<file path="src/hdl/tmr_pkg.sv">
package tmr_pkg;
  // Register byte addresses on the internal register bus.
  localparam logic [7:0] ADDR_IRQ_MASK = 8'h6F;
  localparam logic [7:0] ADDR_FLAGS = 8'h36;
  localparam logic [7:0] ADDR_CLK_CTRL = 8'h81;
  localparam logic [7:0] ADDR_WAVE_CTRL = 8'h80;
  localparam logic [7:0] ADDR_FORCE_CTRL = 8'h82;
  localparam logic [7:0] ADDR_CNT_LO = 8'h84;
  localparam logic [7:0] ADDR_CNT_HI = 8'h85;
  localparam logic [7:0] ADDR_CAP_LO = 8'h86;
  localparam logic [7:0] ADDR_CAP_HI = 8'h87;
  localparam logic [7:0] ADDR_CMPA_LO = 8'h88;
  localparam logic [7:0] ADDR_CMPA_HI = 8'h89;
  localparam logic [7:0] ADDR_CMPB_LO = 8'h8A;
  localparam logic [7:0] ADDR_CMPB_HI = 8'h8B;
  // Field positions.
  localparam int FORCE_A_BIT = 7;
  localparam int FORCE_B_BIT = 6;
  localparam int CAP_IRQ_BIT = 5;
  localparam int CMPB_IRQ_BIT = 2;
  localparam int CMPA_IRQ_BIT = 1;
  localparam int OVF_IRQ_BIT = 0;
  localparam int CAP_EDGE_BIT = 6;
  // Reset values and counter maximum.
  localparam logic [7:0] RESET_BYTE = 8'h00;
  localparam logic [15:0] RESET_WORD = 16'h0000;
  localparam logic [15:0] COUNT_MAX = 16'hFFFF;
  // Prescaler tap counts.
  localparam int PRESCALE_BITS = 10;
  localparam logic [9:0] DIV8_MASK = 10'h007;
  localparam logic [9:0] DIV64_MASK = 10'h03F;
  localparam logic [9:0] DIV256_MASK = 10'h0FF;
  localparam logic [9:0] DIV1024_MASK = 10'h3FF;
  // Clock select codes.
  typedef enum logic [2:0] {
    CS_STOP = 3'h0, CS_DIV1 = 3'h1, CS_DIV8 = 3'h2, CS_DIV64 = 3'h3,
    CS_DIV256 = 3'h4, CS_DIV1024 = 3'h5, CS_EXT_FALL = 3'h6, CS_EXT_RISE = 3'h7
  } tmr_clk_sel_t;
  // Waveform modes without PWM.
  localparam logic [3:0] WAVE_NORMAL = 4'h0;
  localparam logic [3:0] WAVE_CTC_A = 4'h4;
  localparam logic [3:0] WAVE_CTC_CAP = 4'hC;
endpackage

</file>
<file path="src/hdl/tmr_tick_gen.sv">
`timescale 1ns/1ps
// Produces one-cycle count enables from clock select, prescaler and external pin.
module tmr_tick_gen
  import tmr_pkg::*;
(
  // Clock and reset
  input wire logic clock_i,
  input wire logic rst_b_i,
  // Control
  input wire logic [2:0] clk_sel_i,
  // Pin
  input wire logic ext_pin_i,
  // Tick
  output logic tick_o
);
  logic [PRESCALE_BITS-1:0] pre_q;
  logic sync1_q;
  logic sync2_q;
  logic prev_q;

  always_ff @(posedge clock_i)
  begin
    if (!rst_b_i)
      pre_q <= '0;
    else
      pre_q <= pre_q + 1'b1;
  end

  always_ff @(posedge clock_i)
  begin
    if (!rst_b_i)
    begin
      sync1_q <= 1'b0;
      sync2_q <= 1'b0;
      prev_q <= 1'b0;
    end
    else
    begin
      sync1_q <= ext_pin_i;
      sync2_q <= sync1_q;
      prev_q <= sync2_q;
    end
  end

  always_comb
  begin
    unique case (tmr_clk_sel_t'(clk_sel_i))
      CS_STOP: tick_o = 1'b0; // RULE1
      CS_DIV1: tick_o = 1'b1; // RULE2
      CS_DIV8: tick_o = (pre_q & DIV8_MASK) == DIV8_MASK; // RULE2
      CS_DIV64: tick_o = (pre_q & DIV64_MASK) == DIV64_MASK;
      CS_DIV256: tick_o = (pre_q & DIV256_MASK) == DIV256_MASK;
      CS_DIV1024: tick_o = (pre_q & DIV1024_MASK) == DIV1024_MASK;
      CS_EXT_FALL: tick_o = prev_q & ~sync2_q; // RULE3
      CS_EXT_RISE: tick_o = ~prev_q & sync2_q; // RULE3
    endcase
  end

  a_stop_no_tick: assert property (@(posedge clock_i) disable iff (!rst_b_i) // RULE1
    clk_sel_i == 3'h0 |-> !tick_o) else $error("tick while stopped");
  a_div8_spacing: assert property (@(posedge clock_i) disable iff (!rst_b_i) // RULE2
    (clk_sel_i == 3'h2 && tick_o) ##1 (clk_sel_i == 3'h2) [*8] |-> tick_o)
    else $error("div8 tick spacing wrong");
  a_rise_edge: assert property (@(posedge clock_i) disable iff (!rst_b_i) // RULE3
    (clk_sel_i == 3'h7 && tick_o) |-> sync2_q && !prev_q) else $error("bad rise tick");
endmodule // tmr_tick_gen

</file>
<file path="src/hdl/tmr_regs.sv">
`timescale 1ns/1ps
// Function
// RULE1: Clock select zero stops the counter.
// RULE2: Codes one to five count at clock divided by 1,8,64,256,1024.
// RULE3: Code six counts falling, code seven rising external pin edges.
// RULE4: Force bits act only in non-PWM waveform modes.
// RULE5: A force write strobes an immediate compare match on that channel.
// RULE6: A forced match sets no flag and never clears the counter.
// RULE7: Force bits always read as zero.
// RULE8: Counter is byte accessed with a shared high-byte latch.
// RULE9: A counter write blocks compare matches on the next timer tick.
// RULE10: Software avoids writing the counter while it runs.
// RULE11: Capture events copy the counter into the capture register.
// RULE12: Capture register can serve as counter top.
// RULE13: Capture reads return both bytes from one instant via the latch.
// RULE14: Compare registers match continuously, setting flags and driving outputs.
// RULE15: Compare writes update both bytes together via the latch.
// RULE16: Mask bit 5 with global enable requests the capture interrupt.
// RULE17: Mask bit 2 with global enable requests the compare-B interrupt.
// RULE18: Mask bits 1 and 0 gate compare-A and overflow interrupts.
// RULE19: Flags clear on vector acknowledge or writing one.
// RULE20: Software writes high byte first and reads low byte first.
module tmr_regs
  import tmr_pkg::*;
(
  // Clock and reset
  input wire logic clock_i,
  input wire logic rst_b_i,
  // Register bus
  input wire logic [7:0] addr_i,
  input wire logic [7:0] wdata_i,
  input wire logic wr_i,
  input wire logic rd_i,
  output logic [7:0] rdata_o,
  // Pins
  input wire logic ext_count_pin_i,
  input wire logic capture_input_pin_i,
  input wire logic comparator_i,
  input wire logic cap_from_comp_i,
  output logic compare_output_pin_a_o,
  output logic compare_output_pin_b_o,
  // Interrupts
  input wire logic global_irq_en_i,
  input wire logic [3:0] irq_ack_i,
  output logic [3:0] irq_req_o
);
  logic [7:0] temp_q;
  logic [15:0] cnt_q;
  logic [15:0] cap_q;
  logic [15:0] cmpa_q;
  logic [15:0] cmpb_q;
  logic [7:0] mask_q;
  logic [7:0] clk_ctrl_q;
  logic [7:0] wave_ctrl_q;
  logic [3:0] flags_q;
  logic block_q;
  logic tick;
  logic [3:0] wave_mode;
  logic non_pwm;
  logic [15:0] top;
  logic cnt_write;
  logic match_a;
  logic match_b;
  logic force_a;
  logic force_b;
  logic cap_s1_q;
  logic cap_s2_q;
  logic cap_prev_q;
  logic cap_event;
  logic cap_is_top;
  logic top_hit;
  logic ovf;
  logic [3:0] flag_set;
  logic [3:0] flag_clr;
  logic comp_s1_q;
  logic comp_s2_q;
  logic cap_src;

  function automatic logic bus_wr(input logic [7:0] a, input logic [7:0] target, input logic w);
    bus_wr = w && (a == target);
  endfunction

  // Output change on a match; mode bits 7:6 (A) and 5:4 (B) of the wave control byte.
  function automatic logic pin_next(input logic cur, input logic [1:0] com);
    unique case (com)
      2'b00: pin_next = cur;
      2'b01: pin_next = ~cur;
      2'b10: pin_next = 1'b0;
      2'b11: pin_next = 1'b1;
    endcase
  endfunction

  tmr_tick_gen u_tick (
    .clock_i(clock_i),
    .rst_b_i(rst_b_i),
    .clk_sel_i(clk_ctrl_q[2:0]),
    .ext_pin_i(ext_count_pin_i),
    .tick_o(tick)
  );

  assign wave_mode = {clk_ctrl_q[4:3], wave_ctrl_q[1:0]};
  assign non_pwm = (wave_mode == WAVE_NORMAL) || (wave_mode == WAVE_CTC_A) || (wave_mode == WAVE_CTC_CAP);
  assign cap_is_top = (wave_mode == WAVE_CTC_CAP) || (wave_mode == 4'hE) || (wave_mode == 4'h8)
    || (wave_mode == 4'hA);
  assign top = cap_is_top ? cap_q : (wave_mode == WAVE_CTC_A) ? cmpa_q : COUNT_MAX; // RULE12
  assign cnt_write = bus_wr(addr_i, ADDR_CNT_LO, wr_i);
  // A counter write masks the compares until the next timer tick, not the next clock.
  assign match_a = tick && !block_q && (cnt_q == cmpa_q); // RULE9 RULE14
  assign match_b = tick && !block_q && (cnt_q == cmpb_q); // RULE9 RULE14
  assign force_a = bus_wr(addr_i, ADDR_FORCE_CTRL, wr_i) && wdata_i[FORCE_A_BIT] && non_pwm; // RULE4 RULE5
  assign force_b = bus_wr(addr_i, ADDR_FORCE_CTRL, wr_i) && wdata_i[FORCE_B_BIT] && non_pwm; // RULE4 RULE5
  assign top_hit = tick && (cnt_q == top);
  // A counter write in the same cycle swallows the overflow.
  assign ovf = top_hit && !cnt_write;
  assign cap_src = cap_from_comp_i ? comp_s2_q : cap_s2_q;
  // The capture input is cut off while the capture register sets the top.
  assign cap_event = !cap_is_top && (clk_ctrl_q[CAP_EDGE_BIT] ? (cap_src && !cap_prev_q) : (!cap_src && cap_prev_q));

  always_ff @(posedge clock_i)
  begin
    if (!rst_b_i)
    begin
      cap_s1_q <= 1'b0;
      cap_s2_q <= 1'b0;
      comp_s1_q <= 1'b0;
      comp_s2_q <= 1'b0;
      cap_prev_q <= 1'b0;
    end
    else
    begin
      cap_s1_q <= capture_input_pin_i;
      cap_s2_q <= cap_s1_q;
      comp_s1_q <= comparator_i;
      comp_s2_q <= comp_s1_q;
      cap_prev_q <= cap_src;
    end
  end

  // Shared high byte: written by high-byte writes, loaded by counter and capture low-byte reads.
  always_ff @(posedge clock_i)
  begin
    if (!rst_b_i)
      temp_q <= RESET_BYTE;
    else if (wr_i && (addr_i == ADDR_CNT_HI || addr_i == ADDR_CAP_HI || addr_i == ADDR_CMPA_HI
      || addr_i == ADDR_CMPB_HI))
      temp_q <= wdata_i; // RULE8 RULE15
    else if (rd_i && addr_i == ADDR_CNT_LO)
      temp_q <= cnt_q[15:8]; // RULE8
    else if (rd_i && addr_i == ADDR_CAP_LO)
      temp_q <= cap_q[15:8]; // RULE13
  end

  always_ff @(posedge clock_i)
  begin
    if (!rst_b_i)
      cnt_q <= RESET_WORD;
    else if (cnt_write)
      cnt_q <= {temp_q, wdata_i}; // RULE8
    else if (tick)
      cnt_q <= (top_hit && wave_mode != WAVE_NORMAL) ? RESET_WORD : cnt_q + 1'b1; // RULE6
  end

  always_ff @(posedge clock_i)
  begin
    if (!rst_b_i)
      block_q <= 1'b0;
    else if (cnt_write)
      block_q <= 1'b1; // RULE9
    else if (tick)
      block_q <= 1'b0;
  end

  always_ff @(posedge clock_i)
  begin
    if (!rst_b_i)
      cap_q <= RESET_WORD;
    else if (bus_wr(addr_i, ADDR_CAP_LO, wr_i))
      cap_q <= {temp_q, wdata_i};
    else if (cap_event)
      cap_q <= cnt_q; // RULE11
  end

  always_ff @(posedge clock_i)
  begin
    if (!rst_b_i)
    begin
      cmpa_q <= RESET_WORD;
      cmpb_q <= RESET_WORD;
    end
    else
    begin
      if (bus_wr(addr_i, ADDR_CMPA_LO, wr_i))
        cmpa_q <= {temp_q, wdata_i}; // RULE15
      if (bus_wr(addr_i, ADDR_CMPB_LO, wr_i))
        cmpb_q <= {temp_q, wdata_i}; // RULE15
    end
  end

  always_ff @(posedge clock_i)
  begin
    if (!rst_b_i)
    begin
      mask_q <= RESET_BYTE;
      clk_ctrl_q <= RESET_BYTE;
      wave_ctrl_q <= RESET_BYTE;
    end
    else
    begin
      if (bus_wr(addr_i, ADDR_IRQ_MASK, wr_i))
        mask_q <= wdata_i & 8'h27;
      if (bus_wr(addr_i, ADDR_CLK_CTRL, wr_i))
        clk_ctrl_q <= wdata_i & 8'hDF;
      if (bus_wr(addr_i, ADDR_WAVE_CTRL, wr_i))
        wave_ctrl_q <= wdata_i & 8'hF3;
    end
  end

  // Bit order: 3 capture, 2 compare B, 1 compare A, 0 overflow.
  assign flag_set = {cap_event || (cap_is_top && top_hit), match_b, match_a, ovf}; // RULE6 RULE14
  assign flag_clr = irq_ack_i | (bus_wr(addr_i, ADDR_FLAGS, wr_i) ?
    {wdata_i[CAP_IRQ_BIT], wdata_i[CMPB_IRQ_BIT], wdata_i[CMPA_IRQ_BIT], wdata_i[OVF_IRQ_BIT]} : 4'h0);

  always_ff @(posedge clock_i)
  begin
    if (!rst_b_i)
      flags_q <= 4'h0;
    else
      flags_q <= flag_set | (flags_q & ~flag_clr); // RULE19
  end

  always_comb
  begin
    irq_req_o[3] = global_irq_en_i && mask_q[CAP_IRQ_BIT] && flags_q[3]; // RULE16
    irq_req_o[2] = global_irq_en_i && mask_q[CMPB_IRQ_BIT] && flags_q[2]; // RULE17
    irq_req_o[1] = global_irq_en_i && mask_q[CMPA_IRQ_BIT] && flags_q[1]; // RULE18
    irq_req_o[0] = global_irq_en_i && mask_q[OVF_IRQ_BIT] && flags_q[0]; // RULE18
  end

  always_ff @(posedge clock_i)
  begin
    if (!rst_b_i)
    begin
      compare_output_pin_a_o <= 1'b0;
      compare_output_pin_b_o <= 1'b0;
    end
    else
    begin
      if (match_a || force_a)
        compare_output_pin_a_o <= pin_next(compare_output_pin_a_o, wave_ctrl_q[7:6]); // RULE5
      if (match_b || force_b)
        compare_output_pin_b_o <= pin_next(compare_output_pin_b_o, wave_ctrl_q[5:4]); // RULE5
    end
  end

  always_ff @(posedge clock_i)
  begin
    if (!rst_b_i)
      rdata_o <= RESET_BYTE;
    else if (rd_i)
    begin
      unique case (addr_i)
        ADDR_IRQ_MASK: rdata_o <= mask_q;
        ADDR_FLAGS: rdata_o <= {2'b00, flags_q[3], 2'b00, flags_q[2:0]};
        ADDR_CLK_CTRL: rdata_o <= clk_ctrl_q;
        ADDR_WAVE_CTRL: rdata_o <= wave_ctrl_q;
        ADDR_FORCE_CTRL: rdata_o <= RESET_BYTE; // RULE7
        ADDR_CNT_LO: rdata_o <= cnt_q[7:0]; // RULE8
        ADDR_CAP_LO: rdata_o <= cap_q[7:0]; // RULE13
        ADDR_CMPA_LO: rdata_o <= cmpa_q[7:0];
        ADDR_CMPA_HI: rdata_o <= cmpa_q[15:8];
        ADDR_CMPB_LO: rdata_o <= cmpb_q[7:0];
        ADDR_CMPB_HI: rdata_o <= cmpb_q[15:8];
        ADDR_CNT_HI, ADDR_CAP_HI: rdata_o <= temp_q; // RULE8 RULE13
        default: rdata_o <= RESET_BYTE;
      endcase
    end
  end

  // Register access and strobe checks.
  a_force_no_flag: assert property (@(posedge clock_i) disable iff (!rst_b_i) // RULE6
    force_a && !match_a && !(flags_q[1]) |=> !flags_q[1]) else $error("force set flag");
  a_force_read_zero: assert property (@(posedge clock_i) disable iff (!rst_b_i) // RULE7
    rd_i && addr_i == ADDR_FORCE_CTRL |=> rdata_o == 8'h00) else $error("force bits read nonzero");
  a_force_pwm_ignored: assert property (@(posedge clock_i) disable iff (!rst_b_i) // RULE4
    !non_pwm && !match_a && !match_b |=> $stable(compare_output_pin_a_o) && $stable(compare_output_pin_b_o))
    else $error("force in pwm");
  a_write_blocks: assert property (@(posedge clock_i) disable iff (!rst_b_i) // RULE9
    cnt_write |=> block_q && !match_a && !match_b) else $error("match after write");
  a_cnt_pair: assert property (@(posedge clock_i) disable iff (!rst_b_i) // RULE8
    cnt_write |=> cnt_q == {$past(temp_q), $past(wdata_i)}) else $error("counter pair wrong");
  a_cap_copy: assert property (@(posedge clock_i) disable iff (!rst_b_i) // RULE11
    cap_event && !bus_wr(addr_i, ADDR_CAP_LO, wr_i) |=> cap_q == $past(cnt_q)) else $error("capture wrong");
  a_cap_hi_atomic: assert property (@(posedge clock_i) disable iff (!rst_b_i) // RULE13
    rd_i && addr_i == ADDR_CAP_LO ##1 !wr_i && !rd_i ##1 rd_i && addr_i == ADDR_CAP_HI
    |=> rdata_o == $past(cap_q[15:8], 3)) else $error("capture high mismatch");
  a_cmpa_pair: assert property (@(posedge clock_i) disable iff (!rst_b_i) // RULE15
    bus_wr(addr_i, ADDR_CMPA_LO, wr_i) |=> cmpa_q == {$past(temp_q), $past(wdata_i)})
    else $error("compare pair");
  a_match_flag: assert property (@(posedge clock_i) disable iff (!rst_b_i) // RULE14
    match_b |=> flags_q[2]) else $error("compare B flag missing");
  a_irq_cap: assert property (@(posedge clock_i) disable iff (!rst_b_i) // RULE16
    irq_req_o[3] |-> global_irq_en_i && mask_q[5] && flags_q[3]) else $error("capture irq");
  a_irq_b: assert property (@(posedge clock_i) disable iff (!rst_b_i) // RULE17
    global_irq_en_i && mask_q[2] && flags_q[2] |-> irq_req_o[2]) else $error("compare B irq");
  a_irq_ovf: assert property (@(posedge clock_i) disable iff (!rst_b_i) // RULE18
    irq_req_o[0] == (global_irq_en_i && mask_q[0] && flags_q[0])) else $error("ovf irq");
  a_flag_clear: assert property (@(posedge clock_i) disable iff (!rst_b_i) // RULE19
    irq_ack_i[1] && !flag_set[1] |=> !flags_q[1]) else $error("flag not cleared");
  a_ctc_top: assert property (@(posedge clock_i) disable iff (!rst_b_i) // RULE12
    wave_mode == WAVE_CTC_CAP |-> top == cap_q) else $error("capture top");

  // Counting, flag and pin checks judged from the state one cycle on.
  a_stop_frozen: assert property (@(posedge clock_i) disable iff (!rst_b_i) // RULE1
    clk_ctrl_q[2:0] == 3'h0 && !cnt_write |=> cnt_q == $past(cnt_q)) else $error("counter moved while stopped");
  a_div1_count: assert property (@(posedge clock_i) disable iff (!rst_b_i) // RULE2
    clk_ctrl_q[2:0] == 3'h1 && !cnt_write && !top_hit |=> cnt_q == $past(cnt_q) + 16'h0001)
    else $error("undivided count missed");
  a_force_no_clear: assert property (@(posedge clock_i) disable iff (!rst_b_i) // RULE6
    force_a && !tick && !cnt_write |=> cnt_q == $past(cnt_q)) else $error("force moved counter");
  a_force_pin_a: assert property (@(posedge clock_i) disable iff (!rst_b_i) // RULE5
    (match_a || force_a) && wave_ctrl_q[7:6] == 2'b01 |=> compare_output_pin_a_o != $past(compare_output_pin_a_o))
    else $error("channel A pin did not toggle");
  a_match_pin_b: assert property (@(posedge clock_i) disable iff (!rst_b_i) // RULE14
    (match_b || force_b) && wave_ctrl_q[5:4] == 2'b01 |=> compare_output_pin_b_o != $past(compare_output_pin_b_o))
    else $error("channel B pin did not toggle");
  a_set_wins: assert property (@(posedge clock_i) disable iff (!rst_b_i) // RULE19
    flag_set[3] && flag_clr[3] |=> flags_q[3]) else $error("clear beat capture event");
  a_ack_clears_cap: assert property (@(posedge clock_i) disable iff (!rst_b_i) // RULE19
    irq_ack_i[3] && !flag_set[3] |=> !flags_q[3]) else $error("capture flag not cleared");
  a_ovf_flag: assert property (@(posedge clock_i) disable iff (!rst_b_i) // RULE18
    ovf |=> flags_q[0]) else $error("overflow flag missing");
  a_cap_top_flag: assert property (@(posedge clock_i) disable iff (!rst_b_i) // RULE12
    cap_is_top && top_hit |=> flags_q[3]) else $error("capture flag missing at top");
  a_cap_top_clear: assert property (@(posedge clock_i) disable iff (!rst_b_i) // RULE12
    cap_is_top && top_hit && !cnt_write |=> cnt_q == 16'h0000) else $error("counter passed capture top");
  a_cmpb_pair: assert property (@(posedge clock_i) disable iff (!rst_b_i) // RULE15
    bus_wr(addr_i, ADDR_CMPB_LO, wr_i) |=> cmpb_q == {$past(temp_q), $past(wdata_i)})
    else $error("compare B pair");
  a_cnt_lo_latch: assert property (@(posedge clock_i) disable iff (!rst_b_i) // RULE8
    rd_i && !wr_i && addr_i == ADDR_CNT_LO |=> temp_q == $past(cnt_q[15:8]))
    else $error("counter high not latched");

  c_match_a: cover property (@(posedge clock_i) match_a);
  c_force_b: cover property (@(posedge clock_i) force_b);
  c_capture: cover property (@(posedge clock_i) cap_event);
  c_overflow: cover property (@(posedge clock_i) ovf);
  c_capture_top: cover property (@(posedge clock_i) cap_is_top && top_hit);
endmodule // tmr_regs

</file>
<file path="config.mk">
export PLATFORM = sky130hd
export DESIGN_NAME = tmr_regs
export DESIGN_NICKNAME = d
export VERILOG_FILES = /design/src/hdl/tmr_pkg.sv /design/src/hdl/tmr_tick_gen.sv /design/src/hdl/tmr_regs.sv
export SDC_FILE = /design/constraint.sdc
export NUM_CORES = 1
export LEC_CHECK = 0
export BUFFER_PORTS_ARGS = -buffer_cell sky130_fd_sc_hd__clkbuf_2
export CORE_UTILIZATION = 35
export CTS_CLUSTER_DIAMETER = 100
export DETAILED_ROUTE_END_ITERATION = 10
export GPL_ROUTABILITY_DRIVEN = 1
export PLACE_DENSITY = 0.54
export SETUP_SLACK_MARGIN = 0.1
export SYNTH_ARGS = -nofsm -noshare
export SYNTH_HDL_FRONTEND = slang
export SYNTH_SLANG_ARGS = --single-unit
</file>
<file path="constraint.sdc">
create_clock -name clock_i -period 6.56 [get_ports clock_i]
set_input_delay 0.328 -clock clock_i [delete_from_list [all_inputs] [get_ports clock_i]]
set_output_delay 0.328 -clock clock_i [all_outputs]
set_load 0.02 [all_outputs]
</file>
==> Yosys cells after proc, flatten, opt, wreduce, memory -nomap -nowiden <==
Cells that the tools add are included.
Widths: inputs -> output; s select.
{ "op_classes": {"reduce_logical": 61, "n_bitwise": 12, "muxes": 19, "add_sub_neg": 2, "n_eq_ne": 38} }
{ "ops": {"columns": ["op", "count"], "rows": [
  ["$mux 16", 7],
  ["$eq 8x8->1 const B", 12],
  ["$pmux 8 s11", 1],
  ["$eq 16x16->1", 3],
  ["$logic_and 1x1->1", 34],
  ["$mux 8", 3],
  ["$add 16x1->16 const B", 1],
  ["$eq 4x4->1 const B", 4],
  ["$eq 3x3->1 const B", 5],
  ["$logic_or 1x1->1", 11],
  ["$add 10x1->10 const B", 1],
  ["$eq 10x10->1 const B", 1],
  ["$eq 2x2->1 const B", 4],
  ["$eq 8x6->1 const B", 1],
  ["$eq 8x7->1 const B", 1],
  ["$or 4x4->4", 2],
  ["$pmux 1 s8", 1],
  ["$eq 3x2->1 const B", 2],
  ["$eq 6x6->1 const B", 1],
  ["$not 1->1", 6],
  ["$pmux 1 s3", 2],
  ["$logic_not 1->1", 5],
  ["$and 4x4->4", 1],
  ["$eq 2x1->1 const B", 2],
  ["other kinds (14)", 21]
]} }
{ "word_totals": {"output_inout_bits": 14, "wordCells": 154, "register_bits": 122, "inputBits": 29} }

==> Longest topological paths before layout <==
Gate-level depths: netlist of run 1.
{ "logic_depth": {"word_depth": 11, "depth_mapped": 10, "depth_no_buf": 9} }

==> By module <==
Synthesis of run 1 repeated with hierarchy kept, for this count alone.
{ "hier_totals": {"hier_cells": 867, "hier_area_um2": 6936.7} }
{ "modules_own_cells": {"columns": ["module", "instances", "area_each_um2", "cells_each"], "rows": [
  ["tmr_regs", 1, 6382.4, 808],
  ["tmr_tick_gen", 1, 554.3, 59]
]} }

==> Worst setup path before layout of run 1 <==
No wires, ideal clock.
{ "synth_timing": {"path_type": "input port to flip-flop", "start": "in addr_i[5]", "end": "reg temp_q[0]", "setup_slack_ps": 4169, "arrival_time_ps": 2264, "cell_stages": 8, "n_path_buf": 2, "setup_ps": 128, "t_required_ps": 6432, "path_cell_list": "or4b_4 > or3b_4 > or3_1 > buf_6 > nor2b_4 > buf_6 > a221oi_1 > nor2_1"} }
{ "synth_between": {"elab_chain_cells": 6} }
{ "synth_rtl": {"columns": ["item", "line_no", "rtl"], "rows": [
  ["from (decl)", "tmr_regs.sv:30", "input wire logic [7:0] addr_i,"],
  ["$eq 8x8->1", "tmr_regs.sv:144", "else if (wr_i && (addr_i == ADDR_CNT_HI || addr_i == ADDR_CAP_HI || addr_i == ADDR_CMPA_HI"],
  ["$logic_or 1x1->1 (2 in a row)", "tmr_regs.sv:144", null],
  ["$logic_or 1x1->1", "tmr_regs.sv:145", "|| addr_i == ADDR_CMPB_HI))"],
  ["$logic_and 1x1->1", "tmr_regs.sv:144", null],
  ["$reduce_bool 3->1 (no source line) or $mux 8 (tied branches)", null, null],
  ["to (signal assigned)", "tmr_regs.sv:146", "temp_q <= wdata_i;"],
  ["to (signal assigned)", "tmr_regs.sv:148", "temp_q <= cnt_q[15:8];"],
  ["to (signal assigned)", "tmr_regs.sv:150", "temp_q <= cap_q[15:8];"],
  ["to (decl)", "tmr_regs.sv:47", "logic [7:0] temp_q;"]
]} }
Parallel ways exist; a longest one is shown, timed or not.
A chain may end at the register's enable or synchronous reset.

==> Final worst setup path of run 1 <==
{ "layout_timing": {"start": "reg wave_ctrl_q[1]", "end": "reg cnt_q[5]"} }
{ "layout_between": {"elab_chain_cells": 11} }
{ "layout_rtl": {"columns": ["item", "line_no", "rtl"], "rows": [
  ["from (decl)", "tmr_regs.sv:54", "logic [7:0] wave_ctrl_q;"],
  ["from (signal assigned)", "tmr_regs.sv:214", "wave_ctrl_q <= wdata_i & 8'hF3;"],
  ["$eq 4x4->1", "tmr_regs.sv:103", "assign cap_is_top = (wave_mode == WAVE_CTC_CAP) || (wave_mode == 4'hE) || (wave_mode == 4'h8)"],
  ["$logic_or 1x1->1 (2 in a row)", "tmr_regs.sv:103", null],
  ["$logic_or 1x1->1", "tmr_regs.sv:104", "|| (wave_mode == 4'hA);"],
  ["$mux 16", "tmr_regs.sv:105", "assign top = cap_is_top ? cap_q : (wave_mode == WAVE_CTC_A) ? cmpa_q : COUNT_MAX;"],
  ["$eq 16x16->1", "tmr_regs.sv:112", "assign top_hit = tick && (cnt_q == top);"],
  ["$logic_and 1x1->1", "tmr_regs.sv:112", null],
  ["$logic_and 1x1->1 (*)", "tmr_regs.sv:160", "cnt_q <= (top_hit && wave_mode != WAVE_NORMAL) ? RESET_WORD : cnt_q + 1'b1;"],
  ["$mux 16 (*)", "tmr_regs.sv:160", null],
  ["$mux 16 (*)", "tmr_regs.sv:159", "else if (tick)"],
  ["$mux 16 (*)", "tmr_regs.sv:157", "else if (cnt_write)"],
  ["to (signal assigned)", "tmr_regs.sv:158", "cnt_q <= {temp_q, wdata_i};"],
  ["to (signal assigned)", "tmr_regs.sv:160", null],
  ["to (decl)", "tmr_regs.sv:48", "logic [15:0] cnt_q;"]
]} }
Mark *: on every way between the ends. The rest lies on a longest branch, timed or not. The select of a mux whose other input is x is not followed.

==> results.tsv, run 1 <==
stage	metric	value	unit
placed_design	DP Wirelength	16200	um
grt	M2 GR Usage	34.1	%
logic_synthesis	Yosys cell types	65	
timing	Final min period	3.09	ns
grt	Tot GR Track Use	23.4	%
route	via count	6518	
logic_synthesis	post-synth top area share	34.6	%
grt	met1 Use GR	33.7	%
clocking	TritonCTS clock tree	built	
timing	final worst slack	3.47	ns
timing	final hold vios	0	
route	DRT Pass-1 Iters	7	
route	# DRC	0	
route	Avg WL per Cell	20.4	um
logic_synthesis	Synthesized Nets	899	
final_layout	Layout Utilization	40.7	%
grt	GR peak layer	met2	
logic_synthesis	Cell Area, Synth	7060	um2
logic_synthesis	Synth Warn #	0	
placed_design	Place WS	3.50	ns
power_and_ir_drop	VDD IR max	0.000145	V
timing	setup TNS	0	ns
placed_design	placed cell area	7360	um2
final_layout	Antenna Cells	0	
die	Starting Density	36.0	%
final_layout	post-layout net count	897	
setup_path	FF-to-FF Start	wave_ctrl_q[1]	
grt	vias in the first global route	5909	
route	DR iter-0 viols	638	
logic_synthesis	cell taking the most area after synthesis	dfxtp_1	
setup_path	worst setup path category	flip-flop to flip-flop	
clocking	Clock Pin Slew Worst Setup and Hold Paths	0.06	ns
logic_synthesis	register area share after synthesis	34.6	%
final_layout	P&R area growth vs syn	13.1	%
clocking	worst-skew pair later-pin latency	0.43	ns
die	Boundary Pins	43	
timing	skew final	0.0105	ns
setup_path	setup slack, reg-to-reg	3.47	ns
clocking	Num CTS Buffers	17	
setup_path	data arrival time of the worst path	3.37	ns
route	vias per cell	5.70	
setup_path	Worst Setup End Kind	flip-flop	
logic_synthesis	ys flop type	dfxtp_1	
timing	fin. max-slew vios	0	
worst_hold_path	hold crit path type	input port to flip-flop	
placed_design	PortBufs	42	
grt	first-pass GRT wire length	35700	um
timing	hold slack	0.113	ns
timing	RSZ-0062 raised after global routing	false	
timing	final worst path period share	47.1	%
setup_path	crit start category	flip-flop	
logic_synthesis	Synth Instances	867	
power_and_ir_drop	LEAKAGE	3.22	nW
timing	worst rel slew slack	23.4	%
logic_synthesis	Yosys reg bits	122	
die	Cell Rows	51	
power_and_ir_drop	pwr dens	230	nW/um2
route	aggregate routed wire length	23300	um
setup_path	WP data required	6.84	ns
run_status	outcome	finished, final reports clean	
worst_hold_path	hold path cells	2	
clocking	setup bufs post-CTS	0	
clocking	Post-CTS Hold Fix Bufs	0	
grt	largest net degree at the start of global routing	85	
setup_path	Setup crit end	cnt_q[5]	
logic_synthesis	synth top area cells	dfxtp_1 (35%), mux2i_1 (7.1%), xor2_1 (5.7%)	
clocking	clock sinks	122	
setup_path	FF-to-FF End	cnt_q[5]	
grt	M3 GR Usage	4.87	%
clocking	post-CTS resize count	0	
grt	initial antenna violation count	0	
clocking	root buf cell	clkbuf_16	
timing	Worst-Margin Slew	1.15	ns
final_layout	final instance area	7980	um2
job	max cap viols	0	
final_layout	layout cell share with drive strength beyond 1	13.3	%
logic_synthesis	syn avg cell area	8.14	um2
setup_path	r2r worst-path depth	8	
power_and_ir_drop	Total Power	1.84	mW
placed_design	# placed instances	1111	
grt	gr ovfl total	0	
clocking	CTS max path bufs	2	
die	Die Y	144	um
die	Chip Width	144	um
logic_synthesis	Synth async-reset ratio	0	%
setup_path	crit path max fanout	13	
clocking	htree depth	4	
placed_design	gp weighted congestion	0.872	
timing	Max Clk Rate	324	MHz
logic_synthesis	Post-synth EDFFs	0	
die	CORE AREA	19600	um2
final_layout	final cell count without fillers	1143	
route	Antenna Nets Post-Route	0	
setup_path	critical path startpoint	wave_ctrl_q[1]	
timing	Final setup viols	0	
die	Die Area	20700	um2
[Yosys cell counts (all sizes together) (5+ instances only)]
cell type / n
nor3: 20
a211oi: 26
or2: 12
o21ai: 14
nand4: 9
o22ai: 16
nand3: 35
a221oi: 10
a31oi: 5
buf: 24
nor2: 101
inv: 8
a22oi: 9
nor4: 12
nand2: 93
o211ai: 6
o311ai: 5
nand2b: 5
and3: 20
dfxtp: 122
nor2b: 10
a211o: 6
nor4b: 16
mux2i: 50
and2: 12
xnor2: 7
xor2: 46
clkbuf: 47
or3: 11
a21oi: 65
mux4: 8
[critical path, stage by stage (launching register included)]
cell      delay [ns]
dfxtp_1         0.80
nand2b_1        0.41
o22ai_1         0.22
xor2_1          0.17
a211oi_1        0.10
nor4_2          0.53
a41oi_2         0.38
o211ai_1        0.20
o311ai_1        0.12
[state kept, by name, indices dropped and copies added (netlist names), 6 cells and up]
register and count:
temp_q 8, wave_ctrl_q 6, rdata_o 8, cap_q 16, cmpb_q 16, clk_ctrl_q 7, u_tick.pre_q 10, cnt_q 16
cmpa_q 16
[cell usage in the layout (no fill, tap or decap), types with 4 or more instances in the layout]
cell type,Yosys,routed
a31oi_1,5,5
nor4b_1,13,13
o21ai_0,14,14
nor4_1,11,11
a211oi_1,26,26
o311ai_1,4,4
o211ai_1,6,6
a22o_1,4,4
a222oi_1,4,4
or3_1,11,11
a22oi_1,9,9
nand4_1,9,9
clkbuf_16,0,17
a21oi_1,63,63
inv_1,6,6
clkbuf_2,0,42
dfxtp_1,122,122
xor2_1,46,46
o22ai_1,15,15
and2_1,11,11
a221oi_1,10,10
a211o_1,6,6
nor2_1,101,101
nor3_1,20,20
nand3_1,35,35
nand2_1,93,93
or2_2,11,11
nor2b_1,9,9
mux4_2,8,8
buf_4,1,8
xnor2_1,7,7
mux2i_1,50,50
inv_6,0,4
nand2b_1,5,5
and3_1,20,20
[layer usage]
layer	up-vias	part of all wire (%)
met4	0	2.6
met5	-	0
li1	3131	-
met1	3096	48
met2	250	43
met3	41	7.2
[final cells by class]
class,instances,area (um2)
Fill cell,2001,11600
Multi-Input combinational cell,665,4280
Sequential cell,122,2440
Clock buffer,20,467
Tap cell,265,332
Timing Repair Buffer,50,270
Clock inverter,12,160
Inverter,9,35.0
[power breakdown]
| group | switching [mW] | leakage (nW) | internal, mW | total [mW] |
|---|---|---|---|---|
| Sequential | 0.00779 | 0.985 | 0.747 | 0.755 |
| Combinational | 0.0571 | 1.93 | 0.0250 | 0.0821 |
| Clock | 0.370 | 0.308 | 0.632 | 1.00 |
| Total | 0.435 | 3.22 | 1.40 | 1.84 |
[worst min path at each step]
stage,startpoint,to,slack [ns]
2_1_floorplan,cap_s1_q,cap_s2_q,0.41
3_3_place_gp,comp_s1_q,comp_s2_q,0.41
3_5_place_dp,cap_s1_q,cap_s2_q,0.42
4_1_cts,capture_input_pin_i,cap_s1_q,0.10
5_1_grt,capture_input_pin_i,cap_s1_q,0.11
6_report,capture_input_pin_i,cap_s1_q,0.11
[cell families after synthesis]
logic type | count (synthesis) | share of synthesized area [%]
multiplexers | 58 | 9.65
AO/OA/AOI/OAI | 182 | 17.3
buffers and inverters | 80 | 4.79
adder cells (fa/ha/maj) | 3 | 0.532
XOR/XNOR | 53 | 6.58
flip-flops | 122 | 34.6
AND/OR/NAND/NOR | 369 | 26.5
(Power assumes the default switching activity.)
==> run 2: changes to the inputs <==
clock period = 3.2 ns   (was 6.56 ns; I/O delays follow)
==> run 2 against run 1 <==
Effect of this change:
- utilization increased by 1.3 points
- cell count increased by 2.7%
- clock skew decreased by 0.0027 ns
- global-route usage increased by 0.58 points
- register-to-register slack got worse by 3.2 ns
- largest power group unchanged
==> results.tsv, run 2 (same netlist as run 1, synthesis figures left out) <==
stage	metric	value	unit
setup_path	CP max stage delay	0.51	ns
route	aggregate routed wire length	23900	um
setup_path	Crit-path slowest cell	dfxtp_1	
setup_path	FF-to-FF End	cnt_q[7]	
setup_path	FF-to-FF Start	clk_ctrl_q[4]	
placed_design	DP Wirelength	17200	um
grt	initial antenna violation count	0	
clocking	Num CTS Buffers	17	
timing	hold slack	0.0223	ns
run_status	outcome	finished, final reports clean	
grt	M3 GR Usage	4.44	%
setup_path	total number of cells along the worst setup path	9	
power_and_ir_drop	VDD IR max	0.000415	V
timing	RSZ-0062 raised after global routing	true	
die	Starting Density	36.0	%
clocking	TritonCTS clock tree	built	
final_layout	post-layout net count	928	
timing	skew final	0.00781	ns
timing	Max Clk Rate	345	MHz
clocking	Clock Pin Slew Worst Setup and Hold Paths	0.06	ns
final_layout	layout cell share with drive strength beyond 1	16.1	%
timing	Final min period	2.90	ns
placed_design	PortBufs	42	
grt	met1 Use GR	34.7	%
clocking	worst-skew pair later-pin latency	0.42	ns
placed_design	# placed instances	1139	
setup_path	critical path startpoint	clk_ctrl_q[4]	
power_and_ir_drop	LEAKAGE	3.39	nW
clocking	htree depth	4	
final_layout	Antenna Cells	0	
setup_path	r2r worst-path depth	9	
final_layout	commonest non-fill, non-tap cells in the layout	dfxtp_1 (122), nor2_1 (101), nand2_1 (93), a21oi_1 (63), mux2i_1 (50)	
job	max cap viols	0	
worst_hold_path	hold path startpoint	irq_ack_i[2]	
clocking	clock sinks	122	
route	via count	6710	
timing	fin. max-slew vios	0	
setup_path	data arrival time of the worst path	3.22	ns
die	Boundary Pins	43	
setup_path	CP cell instances	buf_4, nor4b_1, nor4b_1, and3_1, a211o_1, and4_1, a41oi_2, o211ai_1, o311ai_1	
route	# DRC	0	
grt	Tot GR Track Use	24.0	%
route	DRT Pass-1 Iters	6	
grt	GR peak layer	met2	
setup_path	WP data required	3.52	ns
die	Chip Width	144	um
die	CORE AREA	19600	um2
setup_path	setup slack, reg-to-reg	0.30	ns
worst_hold_path	hold crit path type	input port to flip-flop	
timing	setup TNS	0	ns
timing	final worst path period share	90.5	%
clocking	setup bufs post-CTS	0	
setup_path	kind of cell adding the most delay to the critical path	simple AND/OR/NAND/NOR gates	
timing	worst rel slew slack	29.9	%
setup_path	crit start category	flip-flop	
setup_path	Critical Path Most Common Cell	nor4b_1	
clocking	CTS max path bufs	2	
final_layout	P&R area growth vs syn	16.7	%
route	DR iter-0 viols	629	
grt	M2 GR Usage	35.3	%
route	Antenna Nets Post-Route	0	
route	vias per cell	5.72	
timing	Final setup viols	0	
setup_path	Worst Setup End Kind	flip-flop	
grt	vias in the first global route	6258	
grt	first-pass GRT wire length	36800	um
final_layout	commonest non-fill, non-tap cell in the layout	dfxtp_1	
route	Avg WL per Cell	20.3	um
timing	final hold vios	0	
grt	gr ovfl total	0	
grt	largest net degree at the start of global routing	71	
power_and_ir_drop	Total Power	3.77	mW
clocking	root buf cell	clkbuf_16	
die	Die Y	144	um
timing	Worst-Margin Slew	1.05	ns
setup_path	worst setup path category	flip-flop to flip-flop	
setup_path	crit path max fanout	22	
setup_path	Worst Path Buf+Inv	1	
die	Die Area	20700	um2
placed_design	gp weighted congestion	0.884	
power_and_ir_drop	pwr dens	458	nW/um2
final_layout	final cell count without fillers	1174	
setup_path	Setup crit end	cnt_q[7]	
die	Cell Rows	51	
run 2: how the worst min path moves through the flow:
stage               depth (start not counted)  slack (ns)        endpoint
global route                                4        0.04      flags_q[2]
global placement                            2        0.38  u_tick.sync1_q
finish                                      4        0.02      flags_q[2]
CTS                                         4        0.02      flags_q[2]
detailed placement                          2        0.38        cap_s1_q
floorplan                                   1        0.29        cap_s1_q
run 2: report_power, final:
group / total, mW / internal, mW / switching (mW)
Clock: 2.05 / 1.27 / 0.776
Combinational: 0.179 / 0.0585 / 0.120
Sequential: 1.55 / 1.53 / 0.0144
run 2: timing repair:
item,in CTS,in global routing
resized for setup,0,1
endpoints found under the hold margin,3,0
setup endpoints to repair,0,7
hold buffers,3,0
run 2: worst min-delay path, cell delays in order:
cell and delay, ns:
clkbuf_2 0.08, inv_1 0.04, a31oi_1 0.06, nor2_1 0.08
run 2: area by class of cell:
cell class / count / area [um2]
Timing Repair Buffer: 81 / 523
Multi-Input combinational cell: 665 / 4280
Inverter: 9 / 35.0
Clock buffer: 19 / 453
Sequential cell: 122 / 2440
Clock inverter: 13 / 166
Fill cell: 1991 / 11400
Tap cell: 265 / 332
run 2: per-layer routing:
layer / wire (um) / vias up
li1: - / 3186
met1: 11600 / 3241
met2: 10200 / 254
met3: 1550 / 29
met4: 489 / 0
met5: 0 / -
run 2: metrics by stage:
stage / area, um2 / setup slack [ns] / utilization, %
after global routing: 8230 / 0.0898 / 42.0
final: 8230 / 0.304 / 42.0
after detailed placement: 7580 / 0.289 / 38.7
after floorplan: 7060 / 0.929 / -
after global placement: 7580 / 0.411 / 38.7
after CTS: 8230 / 0.274 / 42.0
==> run 3: changes to the inputs <==
ABC_AREA = 1   (was unset)
==> run 3 against run 2 <==
Effect of this change:
- worst hold slack got worse by 0.0031 ns
- global-route usage rose by 2.2 points
- synthesized cell count rose by 20%
- total power fell by 2.8%
- combinational power barely moved
- clock power fell by 5%
- critical endpoint is now cnt_q[1]
- critical path depth rose by 2
- setup slack improved by 0.43 ns
- first-iteration DRC count rose by 38%
- largest power group unchanged
==> results.tsv, run 3 <==
stage	metric	value	unit
run_status	outcome	finished, final reports clean	
route	aggregate routed wire length	26300	um
setup_path	setup slack, reg-to-reg	0.73	ns
timing	final worst slack	0.734	ns
setup_path	FF-to-FF End	cnt_q[1]	
route	DR iter-0 viols	871	
clocking	setup bufs post-CTS	0	
timing	final worst path period share	77.1	%
grt	gr ovfl total	0	
worst_hold_path	hold crit path type	input port to flip-flop	
power_and_ir_drop	Total Power	3.67	mW
setup_path	crit path max fanout	16	
setup_path	r2r worst-path depth	11	
power_and_ir_drop	clock power share	52.9	%
die	Die Area	20700	um2
route	via count	7381	
logic_synthesis	Synth Instances	1043	
power_and_ir_drop	register share of total power	42.2	%
die	Cell Rows	51	
grt	first-pass GRT wire length	39400	um
placed_design	placed cell area	7410	um2
timing	fin. max-slew vios	0	
grt	initial antenna violation count	0	
logic_synthesis	Synth Warn #	0	
grt	vias in the first global route	6471	
clocking	htree depth	4	
die	Chip Width	144	um
grt	Tot GR Track Use	26.2	%
logic_synthesis	Synthesized Nets	1075	
clocking	Post-CTS Hold Fix Bufs	3	
final_layout	Fillers	2121	
route	vias per cell	5.49	
final_layout	commonest non-fill, non-tap cell in the layout	nand2_1	
die	Starting Density	36.0	%
logic_synthesis	Yosys reg bits	122	
timing	Worst-Margin Slew	0.840	ns
clocking	post-CTS resize count	0	
power_and_ir_drop	combinational fraction of design power	4.9	%
logic_synthesis	syn avg cell area	6.76	um2
clocking	CTS max path bufs	2	
timing	final hold vios	0	
power_and_ir_drop	switch share	26.9	%
placed_design	PortBufs	42	
logic_synthesis	ys flop type	dfxtp_1	
final_layout	commonest non-fill, non-tap cells in the layout	nand2_1 (175), inv_1 (144), dfxtp_1 (122), o21ai_0 (104), a21oi_1 (91)	
route	Avg WL per Cell	19.6	um
job	max cap viols	0	
final_layout	P&R area growth vs syn	13.8	%
clocking	TritonCTS clock tree	built	
route	DRT Pass-1 Iters	6	
die	Boundary Pins	43	
placed_design	Place WS	0.779	ns
final_layout	Layout Utilization	41.0	%
placed_design	DP Wirelength	19100	um
logic_synthesis	register area share after synthesis	34.6	%
final_layout	post-layout net count	1098	
timing	skew final	0.00856	ns
placed_design	gp weighted congestion	0.964	
clocking	Num CTS Buffers	17	
power_and_ir_drop	LEAKAGE	3.16	nW
timing	Final min period	2.47	ns
setup_path	worst setup path category	flip-flop to flip-flop	
logic_synthesis	Cell Area, Synth	7050	um2
route	# DRC	0	
final_layout	layout cell share with drive strength beyond 1	12.0	%
power_and_ir_drop	VDD IR max	0.000389	V
logic_synthesis	Synth async-reset ratio	0	%
setup_path	FF-to-FF Start	clk_ctrl_q[4]	
logic_synthesis	Yosys cell types	39	
logic_synthesis	most frequent cell after synthesis	nand2_1	
setup_path	Worst Setup End Kind	flip-flop	
timing	RSZ-0062 raised after global routing	false	
clocking	worst-skew pair later-pin latency	0.43	ns
setup_path	crit start category	flip-flop	
clocking	Clock Pin Slew Worst Setup and Hold Paths	0.06	ns
timing	Final setup viols	0	
clocking	clock sinks	122	
final_layout	final instance area	8020	um2
die	Die Y	144	um
die	CORE AREA	19600	um2
clocking	root buf cell	clkbuf_16	
route	Antenna Nets Post-Route	0	
timing	worst rel slew slack	44.0	%
timing	setup TNS	0	ns
final_layout	Antenna Cells	0	
setup_path	WP data required	3.51	ns
power_and_ir_drop	Switch Pwr	0.988	mW
grt	largest net degree at the start of global routing	88	
setup_path	critical path startpoint	clk_ctrl_q[4]	
logic_synthesis	post-synth top area share	34.6	%
logic_synthesis	Post-synth EDFFs	0	
timing	Max Clk Rate	406	MHz
power_and_ir_drop	internal cell power	2.68	mW
setup_path	Setup crit end	cnt_q[1]	
logic_synthesis	synth top area cells	dfxtp_1 (35%), nand2_1 (9.3%), inv_1 (7.7%)	
logic_synthesis	most instantiated cells after synthesis	nand2_1 (175), inv_1 (144), dfxtp_1 (122), o21ai_0 (104), a21oi_1 (91)	
power_and_ir_drop	pwr dens	457	nW/um2
setup_path	data arrival time of the worst path	2.78	ns
logic_synthesis	cell taking the most area after synthesis	dfxtp_1	
run 3: changes by cell type in the layout (fill, tap and decap cells not counted), moves of 23 or more:
| cell | delta |
|---|---|
| inv_1 | +138 |
| o21ai_0 | +90 |
| nand2_1 | +82 |
| mux2i_1 | -49 |
| nand3_1 | +34 |
| nor2_1 | -33 |
| a21oi_1 | +28 |
| buf_4 | -25 |
| xor2_1 | -25 |
| a211oi_1 | -23 |
run 3: power by group through the flow:
stage / registers [mW] / clock network [mW] / logic [mW]
global placement: 1.58 / 0 / 0.172
global route: 1.55 / 2.03 / 0.192
floorplan: 1.58 / 0 / 0.0951
CTS: 1.55 / 1.96 / 0.175
finish: 1.55 / 1.94 / 0.179
detailed placement: 1.58 / 0 / 0.172
run 3: layout make-up:
class | instances | area (um2) | area share [%]
inverters | 160 | 601 | 7.49
flip-flops and latches | 122 | 2440 | 30.4
clock buffers | 17 | 425 | 5.30
multi-input cells | 710 | 3750 | 46.8
repair buffers | 55 | 315 | 3.93
well taps | 265 | 332 | 4.13
clock inverters | 15 | 154 | 1.92
run 3: cell families (layout without fill, tap and decap cells):
family / after synthesis / after routing / share of synthesized area [%]
buffers and inverters: 211 / 247 / 12.1
AO/OA/AOI/OAI: 275 / 275 / 21.6
flip-flops: 122 / 122 / 34.6
XOR/XNOR: 37 / 37 / 4.60
AND/OR/NAND/NOR: 394 / 394 / 26.4
multiplexers: 1 / 1 / 0.142
adder cells (fa/ha/maj): 3 / 3 / 0.532
run 3: critical path, stage by stage (launching register included):
cell and delay (ns):
dfxtp_1 0.41, nand2_2 0.23, inv_2 0.30, nand2_1 0.11
nand3_1 0.10, nand2_1 0.11, nor2_1 0.12, nand2_1 0.09
nor2_4 0.20, nand4_4 0.38, nand3_1 0.20, a21oi_1 0.07
run 3: layer usage:
metal | vias up | share of wire (%) | GRT usage, %
met3 | 60 | 8.6 | 6.20
met1 | 3408 | 44 | 35.7
met4 | 0 | 3.2 | 10.1
met5 | - | 0 | 0
li1 | 3537 | - | -
met2 | 376 | 44 | 39.6
run 3: worst min path at each step:
stage	start	end	slack, ns	cells after the start
final	irq_ack_i[3]	flags_q[3]	0.02	4
after detailed placement	capture_input_pin_i	cap_s1_q	0.35	3
after floorplan	capture_input_pin_i	cap_s1_q	0.26	2
after global routing	irq_ack_i[3]	flags_q[3]	0.05	4
after CTS	irq_ack_i[3]	flags_q[3]	0.01	4
after global placement	comparator_i	comp_s1_q	0.34	3
run 3: per-stage QoR:
step / std cells / hold WS (ns)
5_1_grt: 1344 / 0.0537
3_5_place_dp: 1309 / 0.346
4_1_cts: 1344 / 0.0113
6_report: 1344 / 0.0193
2_1_floorplan: 1043 / 0.258
3_3_place_gp: 1309 / 0.341
